<file path="config.mk">
export PLATFORM = sky130hd
export DESIGN_NAME = psc_config_port
export DESIGN_NICKNAME = d
export VERILOG_FILES = /design/src/pkg/psc_pkg.sv /design/src/design/psc_config_port.sv
export SDC_FILE = /design/constraint.sdc
export NUM_CORES = 1
export LEC_CHECK = 0
export BUFFER_PORTS_ARGS = -buffer_cell sky130_fd_sc_hd__buf_2
export CAP_MARGIN = 25
export CORE_MARGIN = 2
export CORE_UTILIZATION = 66
export CTS_CLUSTER_SIZE = 8
export DETAILED_ROUTE_END_ITERATION = 7
export PLACE_DENSITY_LB_ADDON = 0.05
export SLEW_MARGIN = 5
export SYNTH_ARGS = -nofsm -noshare
export SYNTH_HDL_FRONTEND = slang
export SYNTH_SLANG_ARGS = --single-unit
</file>
<file path="constraint.sdc">
create_clock -name i_clock -period 4.2 [get_ports i_clock]
set_input_delay 0.84 -clock i_clock [delete_from_list [all_inputs] [get_ports i_clock]]
set_output_delay 0.84 -clock i_clock [all_outputs]
set_load 0.05 [all_outputs]
</file>
<file path="src/pkg/psc_pkg.sv">
package psc_pkg;
    // ==========================================
    // clock and timing
    localparam int unsigned CLK_MHZ = 50;
    localparam int unsigned CLK_NS = 1000 / CLK_MHZ;
    localparam int unsigned T_CF2CD_MAX_NS = 600;
    localparam int unsigned T_STATUS_MIN_US = 268;
    localparam int unsigned T_STATUS_MAX_US = 1506;
    localparam int unsigned STATUS_CYC = T_STATUS_MIN_US * CLK_MHZ;
    localparam int unsigned T_POR_US = T_STATUS_MIN_US;
    localparam int unsigned POR_CYC = T_POR_US * CLK_MHZ;
    localparam int unsigned T_CD2UM_MIN_US = 175;
    localparam int unsigned T_CD2UM_MAX_US = 437;
    localparam int unsigned OSC_INIT_CYC = T_CD2UM_MIN_US * CLK_MHZ;
    localparam int unsigned CONFIG_SERIAL_CLOCK_FMAX_MHZ = 125;
    localparam int unsigned CONFIG_SERIAL_CLOCK_TMAX_NS = 1000 / CONFIG_SERIAL_CLOCK_FMAX_MHZ;
    localparam int unsigned CD2CU_NS = 4 * CONFIG_SERIAL_CLOCK_TMAX_NS;
    localparam int unsigned CD2CU_CYC = (CD2CU_NS + CLK_NS - 1) / CLK_NS;
    localparam int unsigned USR_INIT_CYC = 8576;
    localparam int unsigned DONE_EDGES = 2;
    // ==========================================
    // image layout
    localparam int unsigned IMAGE_BITS_DEF = 1024;
    localparam int unsigned OPT_W = 2;
    localparam int unsigned OPT_USRCLK = 0;
    localparam int unsigned OPT_INITPIN = 1;
    localparam int unsigned CNT_W = 32;
    // ==========================================
    // states
    typedef enum logic [3:0] {
        ST_POR,
        ST_RESET,
        ST_HOLD,
        ST_RELEASE,
        ST_LOAD,
        ST_EDGES,
        ST_INIT_OSC,
        ST_CU_DLY,
        ST_INIT_USR,
        ST_USER
    } psc_state_e;
endpackage

</file>
<file path="src/design/psc_config_port.sv">
`timescale 1ns/1ps
// Operation
// - request low restarts configuration
// - user mode: all three lines high
// - status held low for power-on delay
// - load-complete low until configured
// - load-complete released after last bit
// - data pin becomes user pin afterwards
// - init-done pin low until initialized
// - load-complete low within 600 ns
// - status low within 600 ns
// - status low 268 to 1506 us
// - status released within 1506 us
// - data captured on rising clock
// - oscillator init 175 to 437 us
// - user clock: delay plus 8576 periods
// - minimum init cycles for any source
module psc_config_port #(
    parameter int unsigned IMAGE_BITS = psc_pkg::IMAGE_BITS_DEF,
    parameter int unsigned POR_CYC = psc_pkg::POR_CYC,
    parameter int unsigned STATUS_CYC = psc_pkg::STATUS_CYC,
    parameter int unsigned OSC_INIT_CYC = psc_pkg::OSC_INIT_CYC,
    parameter int unsigned USR_INIT_CYC = psc_pkg::USR_INIT_CYC
) (
    input wire logic i_clock,
    input wire logic i_reset,
    input wire logic i_config_request_n,
    input wire logic i_config_serial_clock,
    input wire logic i_serial_config_data,
    input wire logic i_config_status_n,
    input wire logic i_user_init_clock,
    output logic o_config_status_n_out,
    output logic o_config_status_n_oe,
    output logic o_load_complete_out,
    output logic o_load_complete_oe,
    output logic o_init_complete_out,
    output logic o_init_complete_oe,
    output logic o_user_mode,
    output logic o_user_pin,
    output logic o_config_bit,
    output logic o_config_bit_valid
);
    // ==========================================
    // state
    typedef struct packed {
        psc_pkg::psc_state_e st;
        logic config_serial_clock_d;
        logic usr_d;
        logic [psc_pkg::CNT_W-1:0] cnt;
        logic [psc_pkg::CNT_W-1:0] bits;
        logic [psc_pkg::OPT_W-1:0] opt;
        logic status_low;
        logic done;
        logic init_low;
        logic user;
        logic user_pin;
        logic bit_val;
        logic bit_v;
    } psc_reg_s;

    localparam psc_reg_s PSC_RST = '{
        st: psc_pkg::ST_POR,
        config_serial_clock_d: 1'b0,
        usr_d: 1'b0,
        cnt: '0,
        bits: '0,
        opt: '0,
        status_low: 1'b1,
        done: 1'b0,
        init_low: 1'b0,
        user: 1'b0,
        user_pin: 1'b0,
        bit_val: 1'b0,
        bit_v: 1'b0
    };

    psc_reg_s r_reg;
    psc_reg_s r_next;
    logic req_sync;
    logic config_serial_clock_sync;
    logic data_sync;
    logic stat_sync;
    logic usr_sync;
    logic config_serial_clock_rise;
    logic config_serial_clock_fall;
    logic usr_rise;
    logic req_low;

    // ==========================================
    // pin synchronisers
    psc_sync #(
        .RESET_VAL(1'b1)
    ) u_sync_req (
        .i_clock(i_clock),
        .i_reset(i_reset),
        .i_pin(i_config_request_n),
        .o_level(req_sync)
    );
    psc_sync #(
        .RESET_VAL(1'b0)
    ) u_sync_config_serial_clock (
        .i_clock(i_clock),
        .i_reset(i_reset),
        .i_pin(i_config_serial_clock),
        .o_level(config_serial_clock_sync)
    );
    psc_sync #(
        .RESET_VAL(1'b0)
    ) u_sync_data (
        .i_clock(i_clock),
        .i_reset(i_reset),
        .i_pin(i_serial_config_data),
        .o_level(data_sync)
    );
    psc_sync #(
        .RESET_VAL(1'b0)
    ) u_sync_stat (
        .i_clock(i_clock),
        .i_reset(i_reset),
        .i_pin(i_config_status_n),
        .o_level(stat_sync)
    );
    psc_sync #(
        .RESET_VAL(1'b0)
    ) u_sync_usr (
        .i_clock(i_clock),
        .i_reset(i_reset),
        .i_pin(i_user_init_clock),
        .o_level(usr_sync)
    );

    // ==========================================
    // edge detection on synchronised pins
    assign config_serial_clock_rise = config_serial_clock_sync & ~r_reg.config_serial_clock_d;
    assign config_serial_clock_fall = ~config_serial_clock_sync & r_reg.config_serial_clock_d;
    assign usr_rise = usr_sync & ~r_reg.usr_d;
    assign req_low = ~req_sync;

    // ==========================================
    // next state
    always_comb begin
        r_next = r_reg;
        r_next.config_serial_clock_d = config_serial_clock_sync;
        r_next.usr_d = usr_sync;
        r_next.bit_v = 1'b0;
        case (r_reg.st)
            psc_pkg::ST_POR: begin
                // hold status low through the power-on delay
                r_next.status_low = 1'b1;
                r_next.done = 1'b0;
                r_next.cnt = r_reg.cnt + 1'b1;
                if (r_reg.cnt >= POR_CYC - 1) begin
                    r_next.cnt = '0;
                    r_next.st = psc_pkg::ST_HOLD;
                end
            end
            psc_pkg::ST_RESET: begin
                r_next.status_low = 1'b1;
                r_next.done = 1'b0;
                r_next.init_low = 1'b0;
                r_next.user = 1'b0;
                r_next.user_pin = 1'b0;
                r_next.bits = '0;
                r_next.opt = '0;
                r_next.cnt = '0;
                if (!req_low) begin
                    r_next.st = psc_pkg::ST_HOLD;
                end
            end
            psc_pkg::ST_HOLD: begin
                // least status low time, counted from request rising or from the end of the power-on delay
                r_next.status_low = 1'b1;
                r_next.cnt = r_reg.cnt + 1'b1;
                if (r_reg.cnt >= STATUS_CYC - 1) begin
                    r_next.cnt = '0;
                    r_next.status_low = 1'b0;
                    r_next.st = psc_pkg::ST_RELEASE;
                end
            end
            psc_pkg::ST_RELEASE: begin
                // wait while the host keeps status low externally
                if (stat_sync) begin
                    r_next.st = psc_pkg::ST_LOAD;
                end
            end
            psc_pkg::ST_LOAD: begin
                if (config_serial_clock_rise) begin
                    // one bit per rising serial clock edge
                    r_next.bit_val = data_sync;
                    r_next.bit_v = 1'b1;
                    if (r_reg.bits < psc_pkg::OPT_W) begin
                        r_next.opt[r_reg.bits[0]] = data_sync;
                    end
                    r_next.bits = r_reg.bits + 1'b1;
                    if (r_reg.bits >= IMAGE_BITS - 1) begin
                        r_next.done = 1'b1;
                        r_next.cnt = '0;
                        r_next.st = psc_pkg::ST_EDGES;
                    end
                end
                if (r_reg.bits >= psc_pkg::OPT_W &&
                    r_reg.opt[psc_pkg::OPT_INITPIN]) begin
                    r_next.init_low = 1'b1;
                end
            end
            psc_pkg::ST_EDGES: begin
                // extra falling edges before initialization
                if (config_serial_clock_fall) begin
                    r_next.cnt = r_reg.cnt + 1'b1;
                    if (r_reg.cnt >= psc_pkg::DONE_EDGES - 1) begin
                        r_next.cnt = '0;
                        if (r_reg.opt[psc_pkg::OPT_USRCLK]) begin
                            r_next.st = psc_pkg::ST_CU_DLY;
                        end else begin
                            r_next.st = psc_pkg::ST_INIT_OSC;
                        end
                    end
                end
            end
            psc_pkg::ST_INIT_OSC: begin
                r_next.cnt = r_reg.cnt + 1'b1;
                if (r_reg.cnt >= OSC_INIT_CYC - 1) begin
                    r_next.st = psc_pkg::ST_USER;
                end
            end
            psc_pkg::ST_CU_DLY: begin
                // user clock edges ignored before the enable delay
                r_next.cnt = r_reg.cnt + 1'b1;
                if (r_reg.cnt >= psc_pkg::CD2CU_CYC - 1) begin
                    r_next.cnt = '0;
                    r_next.st = psc_pkg::ST_INIT_USR;
                end
            end
            psc_pkg::ST_INIT_USR: begin
                if (usr_rise) begin
                    r_next.cnt = r_reg.cnt + 1'b1;
                    if (r_reg.cnt >= USR_INIT_CYC - 1) begin
                        r_next.st = psc_pkg::ST_USER;
                    end
                end
            end
            psc_pkg::ST_USER: begin
                // all lines released, data pin handed to the user
                r_next.user = 1'b1;
                r_next.init_low = 1'b0;
                r_next.status_low = 1'b0;
                r_next.user_pin = data_sync;
            end
            default: begin
                r_next.st = psc_pkg::ST_RESET;
            end
        endcase
        // request low aborts anything after power-on
        if (req_low && r_reg.st != psc_pkg::ST_POR) begin
            r_next.st = psc_pkg::ST_RESET;
            r_next.status_low = 1'b1;
            r_next.done = 1'b0;
            r_next.user = 1'b0;
            r_next.user_pin = 1'b0;
            r_next.init_low = 1'b0;
            r_next.cnt = '0;
        end
    end

    // ==========================================
    // registers
    always_ff @(posedge i_clock) begin
        if (i_reset) begin
            r_reg <= PSC_RST;
        end else begin
            r_reg <= r_next;
        end
    end

    // ==========================================
    // open-drain pins and outputs
    assign o_config_status_n_out = 1'b0;
    assign o_config_status_n_oe = r_reg.status_low;
    assign o_load_complete_out = 1'b0;
    assign o_load_complete_oe = ~r_reg.done;
    assign o_init_complete_out = 1'b0;
    assign o_init_complete_oe = r_reg.init_low;
    assign o_user_mode = r_reg.user;
    assign o_user_pin = r_reg.user_pin;
    assign o_config_bit = r_reg.bit_val;
    assign o_config_bit_valid = r_reg.bit_v;
endmodule

// ==========================================
// two-stage synchroniser for one pin
module psc_sync #(
    parameter logic RESET_VAL = 1'b0
) (
    input wire logic i_clock,
    input wire logic i_reset,
    input wire logic i_pin,
    output logic o_level
);
    typedef struct packed {
        logic [1:0] stage;
    } psc_sync_s;

    psc_sync_s s_reg;
    psc_sync_s s_next;

    always_comb begin
        s_next = s_reg;
        s_next.stage = {s_reg.stage[0], i_pin};
    end

    always_ff @(posedge i_clock) begin
        if (i_reset) begin
            s_reg <= '{stage: {2{RESET_VAL}}};
        end else begin
            s_reg <= s_next;
        end
    end

    // only the second stage is read outside
    assign o_level = s_reg.stage[1];
endmodule

</file>
### Word-level counts from Yosys, hierarchy flattened

Index checks and enable logic that the tools add are counted.

| operators by class | value |
|---|---|
| bitwise gates (word level) | 10 |
| multiplexer cells | 36 |
| eq/ne operators | 36 |
| reduce and logical (&&, ||, !) cells | 24 |
| order comparisons | 9 |
| add/subtract/negate cells | 2 |

Operators by type and width:

| cell | number |
|---|---|
| 32-bit one-hot mux with 7 select lines | 1 |
| 32-bit 2-to-1 mux | 5 |
| 32-bit by 14-bit greater-or-equal comparator with 1-bit output (second input constant) | 3 |
| 34-bit one-hot mux with 2 select lines | 1 |
| 66-bit 2-to-1 mux | 1 |
| 32-bit by 1-bit adder with 32-bit output (second input constant) | 2 |
| 4-bit 2-to-1 mux | 12 |
| 4-bit one-hot mux with 10 select lines | 1 |
| 32-bit by 1-bit greater-or-equal comparator with 1-bit output (second input constant) | 1 |
| 32-bit by 10-bit greater-or-equal comparator with 1-bit output (second input constant) | 1 |
| 32-bit by 2-bit greater-or-equal comparator with 1-bit output (second input constant) | 1 |
| 32-bit by 2-bit less-than comparator with 1-bit output (second input constant) | 1 |
| 3-bit inequality test (second input constant) | 10 |
| 2-bit inequality test (second input constant) | 13 |
| 13-bit AND reduction | 2 |
| 4-bit by 3-bit equality test with 1-bit output (second input constant) | 4 |
| 2-bit OR reduction | 5 |
| 4-bit by 2-bit equality test with 1-bit output (second input constant) | 2 |
| 4-bit equality test (second input constant) | 2 |
| 1-bit 2-to-1 mux | 8 |
| 2-bit nonzero test | 4 |
| 1-bit NOT | 7 |
| 7-bit nonzero test | 1 |
| 3-bit by 2-bit inequality test with 1-bit output (second input constant) | 2 |
| other kinds (18) | 27 |

| storage, ports and cells | value |
|---|---|
| register bits | 89 |
| input port bits | 7 |
| word-level logic and storage cells | 136 |

### Longest topological paths before layout

Gate-level depths: netlist of run 1.

| depth | value |
|---|---|
| word-level depth | 8 |
| gate-level depth with buffers | 10 |
| mapped depth without buffers | 9 |

### Hierarchy

From an unflattened synthesis of run 1, not the netlist that was laid out.

| unflattened totals | value |
|---|---|
| cell total of the unflattened synthesis | 558 |
| area, all modules | 4645.7 um^2 |

By module, submodules not included:

| module | area each (um^2) | seq. area each (um^2) | instances | cells each |
|---|---|---|---|---|
| psc_config_port | 4383.0 | 1581.5 | 1 | 538 |
| psc_sync | 52.6 | 40.0 | 5 | 4 |

### Least setup slack after synthesis of run 1

No wires, ideal clock.

| timing | value |
|---|---|
| path type | register to register |
| from | register r_reg[9] (netlist bit) |
| to | register r_reg[70] (netlist bit) |
| required time | 4130 ps |
| slack | 2122 ps |
| cell stages (with the launch flop) | 9 |
| library setup time | 70 ps |
| arrival time | 2009 ps |
| path through | dfxtp_1 ha_1 and4_1 nand3_1 nor4b_4 nor3_4 nand2_2 or3_1 a21oi_1 |

| between the ends | value |
|---|---|
| word-level cells in the longest chain between the ends | 3 |

Ends and longest elaborated chain:

| element | line | source |
|---|---|---|
| start: declaration | psc_config_port.sv:77 | `psc_reg_s r_reg;` |
| start signal: assignment | psc_config_port.sv:271 | `r_reg <= r_next;` |
| 32-bit by 10-bit greater-or-equal comparator with 1-bit output | psc_config_port.sv:195 | `if (r_reg.bits >= IMAGE_BITS - 1) begin` |
| 2-bit inequality test (no line) | -- |  |
| 5-bit AND reduction (no line) | -- |  |

Every way passes these cells.
A chain may end at the register's enable or synchronous reset.

### Final worst setup path of run 1

| timing | value |
|---|---|
| from | register r_reg[77] (netlist bit) |
| to | register r_reg[63] (netlist bit) |

| between the ends | value |
|---|---|
| word-level cells in the longest chain between the ends | 4 |
| elaborated cells on any way between the ends | 19 |

Ends and longest elaborated chain:

| element | line | source |
|---|---|---|
| 4-bit by 2-bit equality test with 1-bit output or 4-bit logical NOT (tied branches) | psc_config_port.sv:146 | `case (r_reg.st)` |
| 2-bit OR reduction (no line) | -- |  |
| 7-bit nonzero test (no line) | -- |  |
| 5-bit AND reduction (no line) | -- |  |

Parallel ways exist; a longest one is shown, timed or not.

==> metrics, run 1 <==
crit end category=flip-flop; CP Data Arrival Time=3.12 ns; register area=1782 um^2; multiplexer area fraction after synthesis=0.007242; # rows=29; area of the multi-input gates=2394 um^2; chip height=84.90 um; Ys Warns=0; Tot GR Track Use=0.2496; Synth Cell Area=4319 um^2; Startpoint Class=flip-flop; Placed Area=between 4000 and 5000 um^2; Worst path slowest cell=nor3_2; CP max FO=19; 1st-pass router iterations=4; core area=6350 um^2; Area Overhead vs Synth=6.721%; boundary pin count=17; post-synthesis compound-gate area fraction=0.08575; CTS-repair resized insts=0; worst-margin pin slew=0.9770 ns; ant diodes=0; Yosys reg bits=89; Max Clk Rate=353.8 MHz; routability cong.=0.8884; max FFs per register=73; CTS tree=yes; Root Buffer=clkbuf_8; Worst-Skew Late Latency=0.38 ns; Syn Inst Count=510; Post-CTS Setup Inserts=0; Tcrit/Tclk final=0.6729; relative slew slack=0.3451; clock transition at the registers of the reported paths=0.08 ns; Avg Cell Area, Syn=about 8.5 um^2; combinational family with the most area after synthesis=simple AND/OR/NAND/NOR gates; status=completed; via count=3504; Routed wire per std cell=14.48 um; critical-path cell list=or3b_1 -> a211o_1 -> o2111ai_4 -> nor3_2 -> or4bb_1 -> a21oi_1; Die ar.=7207 um^2; WP data required=4.49 ns; GRT met3 Usage=0.06518; vias in the first global route=3235; hold_buf cts=0; post-DP HPWL=between 5000 and 6000 um; fillers=~500; WL final=roughly 8600 um; total gr overflow=0; initial antenna violation count=0; largest net degree at the start of global routing=33; fin util=0.7259; Final Hold Fails=0; setup TNS=0 ns; Starting Density=0.6802; Crit path max-delay family=simple AND/OR/NAND/NOR gates; kind of critical path=reg -> reg; Vias/cell=5.919; Max Clock Skew=0.006370 ns; first-pass GRT wire length=14490 um; met2 Use GR=0.4094; H-tree Lvls=3; sequential fraction of the synthesis area=0.4125; xor and xnor area share after synthesis=0.1115; static leakage=1.692 nW; antenna-violating nets left=0; share of layout cells above drive strength 1=0.09126; Final setup viols=0; grt peak-use layer=met2; met1 Use GR=0.3118; post-route cell area=4609 um^2; pwr/cell area=approximately 380 nW/um^2; Synth Flop Type=dfxtp_1; unique cell type count in the Yosys netlist=56; Iteration-0 DRC Markers=237; clock sinks=89; Max IR drop VDD=0.2760 mV; CTS buffer count=9; Post-synth EDFFs=0; max_cap viols=0; max-slew violation count=0; Die X=84.90 um; RSZ-0062 raised after global routing=no; NumNets Final=521; maximum clock insertion buffer count=2; Buf+Inv Stages, Crit Path=0; Residual DRC=0; simple-gate share of the synthesized area=0.3355; hold_ws=between 0.4 and 0.5 ns; Worst path max stage delay=0.84 ns; Port Buffers=13; Min-Delay Path Class=reg -> reg; Post-Synth Adder-Cell Area=0.01159; ys async rst share=0; crit path time final=approximately 2.8 ns
## area by class of cell
type / count / share of cell area
Clock inverter: 7 / 0.02579
Inverter: 8 / 0.006515
Multi-Input combinational cell: 389 / 0.5193
Timing Repair Buffer: 13 / 0.01412
Clock buffer: 9 / 0.02687
Tap cell: 77 / 0.02090
Sequential cell: 89 / 0.3865
## cell families (layout without fill, tap and decap cells)
| logic type | Yosys count | in the layout |
|---|---|---|
| XOR/XNOR | 55 | 55 |
| flip-flops | 89 | 89 |
| AO/OA/AOI/OAI | 56 | 56 |
| multiplexers | 3 | 3 |
| other | 1 | 3 |
| adder cells (fa/ha/maj) | 4 | 4 |
| buffers and inverters | 34 | 37 |
| AND/OR/NAND/NOR | 268 | 268 |
## final timing paths
check / from / to / slack [ns] / cells after the start
worst min register to register: u_sync_req.s_reg[0] / u_sync_req.s_reg[1] / 0.42 / 1
worst max-delay path: r_reg[77] / r_reg[63] / 1.37 / 6
worst min-delay path: u_sync_req.s_reg[0] / u_sync_req.s_reg[1] / 0.42 / 1
worst max register to register: r_reg[77] / r_reg[63] / 1.37 / 6
## through the flow
stage | power [W] | worst slack (ns) | instances
after detailed placement | 0.001054 | 1.474 | 576
after floorplan | 0.001026 | 2.122 | 512
after global routing | 0.001806 | 1.198 | 592
after CTS | 0.001752 | 1.374 | 592
final | 0.001742 | 1.374 | 592
after global placement | 0.001051 | 1.522 | 576
## cell usage in the layout (no fill, tap or decap), types with 9 or more instances in the layout
cell type and instances:
a21oi_1 22, and3_1 11, and4_1 10, buf_2 13, clkbuf_8 9, dfxtp_1 89
nand2_1 39, nand3_1 37, nand4_1 15, nor2_1 81, nor2b_1 13, nor4_1 14
o21ai_0 13, xnor2_1 16, xor2_1 39
## power breakdown
group / internal (W) / switching [W] / total (W)
clock network: 0.000394 / 0.000311 / 0.000706
registers: 0.000862 / 0.0000283 / 0.000891
logic: 0.0000522 / 0.0000935 / 0.000146
total: 0.00131 / 0.000433 / 0.00174
## cells in the mapped netlist, types with 3 or more instances
master	instances	area [um^2]
dfxtp_1	89	1782
nor2_1	81	304.0
nand2_1	39	146.4
xor2_1	39	341.6
nand3_1	37	185.2
a21oi_1	22	110.1
xnor2_1	16	140.1
nand4_1	15	93.84
nor4_1	14	87.58
nor2b_1	13	81.33
o21ai_0	13	65.06
clkbuf_1	12	45.04
and3_1	11	68.82
and4_1	10	87.58
buf_2	10	50.05
inv_1	8	30.03
nor3_1	8	40.04
or3_1	7	43.79
or2_2	5	31.28
a21o_1	4	30.03
ha_1	4	50.05
a211oi_1	3	22.52
a31oi_1	3	18.77
buf_4	3	22.52
nand2b_1	3	18.77
or4_1	3	22.52
## routing by layer
| layer | vias up | share of wire |
|---|---|---|
| met5 | - | 0 |
| met1 | 1638 | 0.46 |
| li1 | 1777 | - |
| met4 | 0 | 0.023 |
| met3 | 20 | 0.033 |
| met2 | 69 | 0.48 |
Power figures use the tool's default switching activity.
==> inputs of run 2 (changes only) <==
CORE_UTILIZATION = 61   (was 66)
clock period = 2.77 ns   (was 4.2 ns; I/O delays follow)
==> metrics, run 2 (same netlist as run 1, synthesis figures left out) <==
share of layout cells above drive strength 1=0.1101 (+0.01879); Vias/cell=5.632 (-4.8%); max_cap viols=0 (unchanged); clock transition at the registers of the reported paths=0.09 ns (about the same); antenna-violating nets left=0 (unchanged); boundary pin count=17 (unchanged); Die X=88.15 um (+3.8%); post-DP HPWL=6227 um (+7.7%); CTS tree=yes; Tot GR Track Use=0.2513 (+0.001683); Placed Cells=607 (+5.4%); WP data required=3.05 ns (-1.44 ns); NumNets Final=533 (+2.3%); Final Hold Fails=0 (unchanged); Root Buffer=clkbuf_8; Final setup viols=0 (unchanged); via count=3509 (+0.14%); status=completed; CTS-repair resized insts=0 (unchanged); Tcrit/Tclk final=0.9106 (+0.2377); Post-Layout Cell Count=623 (+5.2%); static leakage=1.733 nW (+2.4%); most frequent cells in the layout=dfxtp_1 (89), nor2_1 (81), nand2_1 (39), xor2_1 (39), nand3_1 (37); Post-CTS Setup Inserts=0 (unchanged); Max Clock Skew=0.009226 ns (+0.002856 ns); Max Clk Rate=396.5 MHz (+12%); pwr/cell area=530.2 nW/um^2 (+40%); CP max FO=32 (+13); crit path time final=2.522 ns (-0.3039 ns); most common cell after layout, fill and taps aside=dfxtp_1; clock sinks=89 (unchanged); relative slew slack=0.5282 (+0.1831); maximum clock insertion buffer count=2 (unchanged); RSZ-0062 raised after global routing=no; worst-margin pin slew=0.7012 ns (-0.2758 ns); max FFs per register=73 (unchanged); 1st-pass router iterations=4 (unchanged); Area Overhead vs Synth=8.285%; ant diodes=0 (unchanged); Routed wire per std cell=14.13 um (-2.4%); Starting Density=0.6322 (-0.04796); routability cong.=0.8720 (-1.8%); fillers=555 (+10%); H-tree Lvls=3 (unchanged); # rows=30 (+3.4%); CTS buffer count=9 (unchanged); kind of critical path=reg -> reg; max-slew violation count=0 (unchanged); WL final=8803 um (+2.7%); vias in the first global route=3360 (+3.9%); CP Data Arrival Time=2.81 ns (-0.31 ns); Iteration-0 DRC Markers=153 (-35%); largest net degree at the start of global routing=33 (unchanged); first-pass GRT wire length=15550 um (+7.3%); Min-Delay Path Class=in -> reg; Startpoint Class=flip-flop; setup TNS=0 ns (unchanged); Worst-Skew Late Latency=0.36 ns (-0.02 ns); initial antenna violation count=0 (unchanged); Max IR drop VDD=0.3615 mV (+31%); crit end category=flip-flop; total gr overflow=0 (unchanged); Die ar.=7770 um^2 (+7.8%); core area=6832 um^2 (+7.6%); chip height=88.15 um (+3.8%); hold_ws=0.3717 ns (-0.04774 ns); hold_buf cts=0 (unchanged); Port Buffers=13 (unchanged); Residual DRC=0 (unchanged)
-- run 2: path summary, 6_finish.rpt --
check,from,end,slack (ns),depth (start not counted)
worst max register to register,r_reg[60],r_reg[47],0.25,8
worst min-delay path,i_config_request_n,u_sync_req.s_reg[0],0.37,2
worst min register to register,u_sync_req.s_reg[0],u_sync_req.s_reg[1],0.41,1
worst max-delay path,r_reg[60],r_reg[47],0.25,8
-- run 2: layout make-up --
| class | count | area, um^2 | area share |
|---|---|---|---|
| Multi-Input combinational cell | 389 | 2394 | 0.5118 |
| Sequential cell | 89 | 1782 | 0.3810 |
| Timing Repair Buffer | 25 | 155.1 | 0.03317 |
| Clock buffer | 11 | 141.4 | 0.03023 |
| Tap cell | 96 | 120.1 | 0.02568 |
| Clock inverter | 5 | 55.05 | 0.01177 |
| Inverter | 8 | 30.03 | 0.006421 |
-- run 2: routing by layer --
layer,global-route usage,vias to the layer above,wire length (um)
met5,0,-,0
met4,0.09366,0,160
met3,0.03770,15,290
met2,0.4091,57,4172
met1,0.3392,1639,4179
li1,-,1798,-
-- run 2: per-stage QoR --
stage                     setup WS [ns]  instance area, um^2  power (W)    util
after floorplan                  0.6916                 4327   0.001555       -
after global placement           0.3302                 4481   0.001603  0.6559
after detailed placement         0.2587                 4481   0.001609  0.6559
after CTS                        0.2420                 4677   0.002494  0.6846
after global routing            0.05229                 4677   0.002579  0.6846
final                            0.2476                 4677   0.002480  0.6846
-- run 2: power breakdown --
part,total (W),internal [W],leakage [nW],switching (W)
registers,0.00135,0.00131,0.720,0.0000384
clock network,0.000900,0.000439,0.0953,0.000461
logic,0.000233,0.0000875,0.918,0.000146
total,0.00248,0.00183,1.73,0.000645
-- run 2: worst max-delay path, cell delays in order, from the launching register on --
cell,delay (ns)
dfxtp_1,0.35
nor4_1,0.31
nand3_1,0.13
nor4_1,0.61
o21ai_1,0.24
and2_1,0.23
a21o_1,0.18
buf_4,0.23
nor2_1,0.16
==> inputs of run 3 (changes only) <==
CORE_UTILIZATION = 62   (was 61)
SYNTH_HIERARCHICAL = 1   (was unset)
TNS_END_PERCENT = 20   (was unset)
==> metrics, run 3 <==
post-route cell area=4936 um^2 (+5.5%); Vias/cell=6.017 (+6.8%); Avg Cell Area, Syn=8.326 um^2 (-1.7%); post-DP HPWL=6929 um (+11%); met1 Use GR=0.3453 (+0.006130); Yosys reg bits=89 (unchanged); Final Hold Fails=0 (unchanged); Synth Cell Area=4646 um^2 (+7.6%); Residual DRC=0 (unchanged); core area=7253 um^2 (+6.2%); routability cong.=0.8502 (-2.5%); Synth Flop Type=dfxtp_1; max_cap viols=0 (unchanged); Synth top cells by count=dfxtp_1 (89), nor2_1 (82), nand2_1 (36), xnor2_1 (33), nor4_1 (29); max-slew violation count=0 (unchanged); Placed Area=4727 um^2 (+5.5%); worst-margin pin slew=0.6604 ns (-0.04081 ns); largest net degree at the start of global routing=31 (-6.1%); Tcrit/Tclk final=0.8929 (-0.01768); kind of critical path=reg -> reg; DP Worst Slack=0.3069 ns (+0.04818 ns); ant diodes=0 (unchanged); Syn Inst Count=558 (+9.4%); Final setup viols=0 (unchanged); Post-synth EDFFs=0 (unchanged); Startpoint Class=flip-flop; maximum clock insertion buffer count=2 (unchanged); initial antenna violation count=0 (unchanged); unique cell type count in the Yosys netlist=60 (+7.1%); Buf+Inv Stages, Crit Path=0 (-1); Min-Delay Path Class=in -> reg; clock sinks=89 (unchanged); chip height=90.56 um (+2.7%); clock transition at the registers of the reported paths=0.09 ns (about the same); GRT met3 Usage=0.04591 (+0.008210); Root Buffer=clkbuf_8; hold_buf cts=0 (unchanged); dominant cell type by area after synthesis=dfxtp_1; WP data required=3.03 ns (-0.02 ns); RSZ-0062 raised after global routing=no; Port Buffers=13 (unchanged); H-tree Lvls=3 (unchanged); most frequent cells in the layout=dfxtp_1 (89), nor2_1 (82), nand2_1 (36); Worst path slowest cell=dfxtp_1; boundary pin count=17 (unchanged); NumNets Final=568 (+6.6%); CP max FO=18 (-44%); most common cell after layout, fill and taps aside=dfxtp_1; CP Data Arrival Time=2.73 ns (-0.08 ns); fillers=616 (+11%); Max Clock Skew=0.01156 ns (+0.002331 ns); Routed wire per std cell=14.87 um (+5.3%); via count=3977 (+13%); antenna-violating nets left=0 (unchanged); # rows=31 (+3.3%); total gr overflow=0 (unchanged); Placed Cells=645 (+6.3%); worst hold stages=2 (unchanged); Max Clk Rate=404.3 MHz (+2.0%); Die X=90.56 um (+2.7%); grt peak-use layer=met2; Starting Density=0.6405 (+0.008269); critical-path cell list=nor4b_1 -> o211a_1 -> o221ai_1 -> a31oi_1 -> mux2_1; Max IR drop VDD=0.3861 mV (+6.8%); Die ar.=8201 um^2 (+5.6%); Worst path max stage delay=0.69 ns (+0.08 ns); crit path time final=2.473 ns (-0.04897 ns); ys async rst share=0 (unchanged); Reg2Reg Depth=5 (-3); static leakage=1.705 nW (-1.6%); Worst-Skew Late Latency=0.37 ns (about the same); pwr/cell area=469.7 nW/um^2 (-11%); CTS buffer count=9 (unchanged); Iteration-0 DRC Markers=243 (+59%); Synth top area share=0.3835 (-0.02900); share of layout cells above drive strength 1=0.09786 (-0.01219); WL final=9831 um (+12%); status=completed; top-count cell post-synth=dfxtp_1; met2 Use GR=0.3968 (-0.01232); Crit path max-delay family=compound AO/OA/AOI/OAI gates; Tot GR Track Use=0.2509 (-0.0003859); CTS-repair resized insts=0 (unchanged); 1st-pass router iterations=5 (+1); Crit path depth=5 (-3); Post-CTS Setup Inserts=0 (unchanged); relative slew slack=0.5561 (+0.02785); Ys Warns=6 (+6); Area Overhead vs Synth=6.248%; max FFs per register=73 (unchanged); setup TNS=0 ns (unchanged); first-pass GRT wire length=17110 um (+10%); sequential fraction of the synthesis area=0.3835 (-0.02900); vias in the first global route=3663 (+9.0%); hold_ws=0.3628 ns (-0.008907 ns); CTS tree=yes; Post-Layout Cell Count=661 (+6.1%); ranking of synthesized cells by area=dfxtp_1 (38%), nor2_1 (6.6%), xnor2_1 (6.2%), xor2_1 (4.1%), nor4_1 (3.9%); Final WS setup=0.2966 ns (+0.04897 ns); crit end category=flip-flop
run 3: cell count changes in the layout (fill, tap and decap cells not counted), sizes merged, moves of 5 or more:
cell / before / now
xor2: 39 / 22
nor4: 15 / 37
nand4: 17 / 25
inv: 8 / 16
nand3: 37 / 29
nor3b: 1 / 6
xnor2: 16 / 33
run 3: final cells by class:
| type | count | area [um^2] | share of cell area |
|---|---|---|---|
| Clock buffer | 10 | 137.6 | 0.02788 |
| Clock inverter | 6 | 71.32 | 0.01445 |
| Inverter | 13 | 48.80 | 0.009886 |
| Multi-Input combinational cell | 422 | 2628 | 0.5323 |
| Sequential cell | 89 | 1782 | 0.3610 |
| Tap cell | 99 | 123.9 | 0.02510 |
| Timing Repair Buffer | 22 | 145.1 | 0.02940 |
run 3: worst paths after layout:
| path | start | end | slack [ns] |
|---|---|---|---|
| worst min register to register | u_sync_req/s_reg[0] | u_sync_req/s_reg[1] | 0.42 |
| worst min-delay path | i_config_request_n | u_sync_req/s_reg[0] | 0.36 |
| worst max-delay path | r_reg[78] | r_reg[75] | 0.30 |
| worst max register to register | r_reg[78] | r_reg[75] | 0.30 |
run 3: through the flow:
step / power, W / util
5_1_grt: 0.002403 / 0.6805
2_1_floorplan: 0.001393 / -
3_3_place_gp: 0.001413 / 0.6517
6_report: 0.002319 / 0.6805
4_1_cts: 0.002347 / 0.6805
3_5_place_dp: 0.001415 / 0.6517
run 3: kinds of logic (layout without fill, tap and decap cells):
group / count (synthesis) / count (layout) / synth area share
simple gates: 295 / 295 / 0.3536
xor+xnor: 55 / 55 / 0.1037
fa+ha+maj: 4 / 4 / 0.01077
compound gates: 62 / 62 / 0.08807
mux: 3 / 3 / 0.007002
flops: 89 / 89 / 0.3835
buf+inv: 49 / 51 / 0.05252
other cells: 1 / 3 / 0.0008072
run 3: layer usage:
| metal | up-vias | share of wire |
|---|---|---|
| met1 | 1901 | 0.49 |
| met2 | 91 | 0.46 |
| met4 | 0 | 0.0091 |
| li1 | 1975 | - |
| met3 | 10 | 0.041 |
| met5 | - | 0 |
run 3: worst reg2reg max path, stage by stage (launching register included):
cell and delay [ns]:
dfxtp_1 0.69, nor4b_1 0.59, o211a_1 0.24, o221ai_1 0.24, a31oi_1 0.28, mux2_1 0.33
run 3: where the power goes:
part | switching [W] | internal (W) | total, W
logic | 0.0000525 | 0.0000282 | 0.0000807
clock network | 0.000483 | 0.000451 | 0.000934
registers | 0.0000128 | 0.00129 | 0.00130
total | 0.000548 | 0.00177 | 0.00232
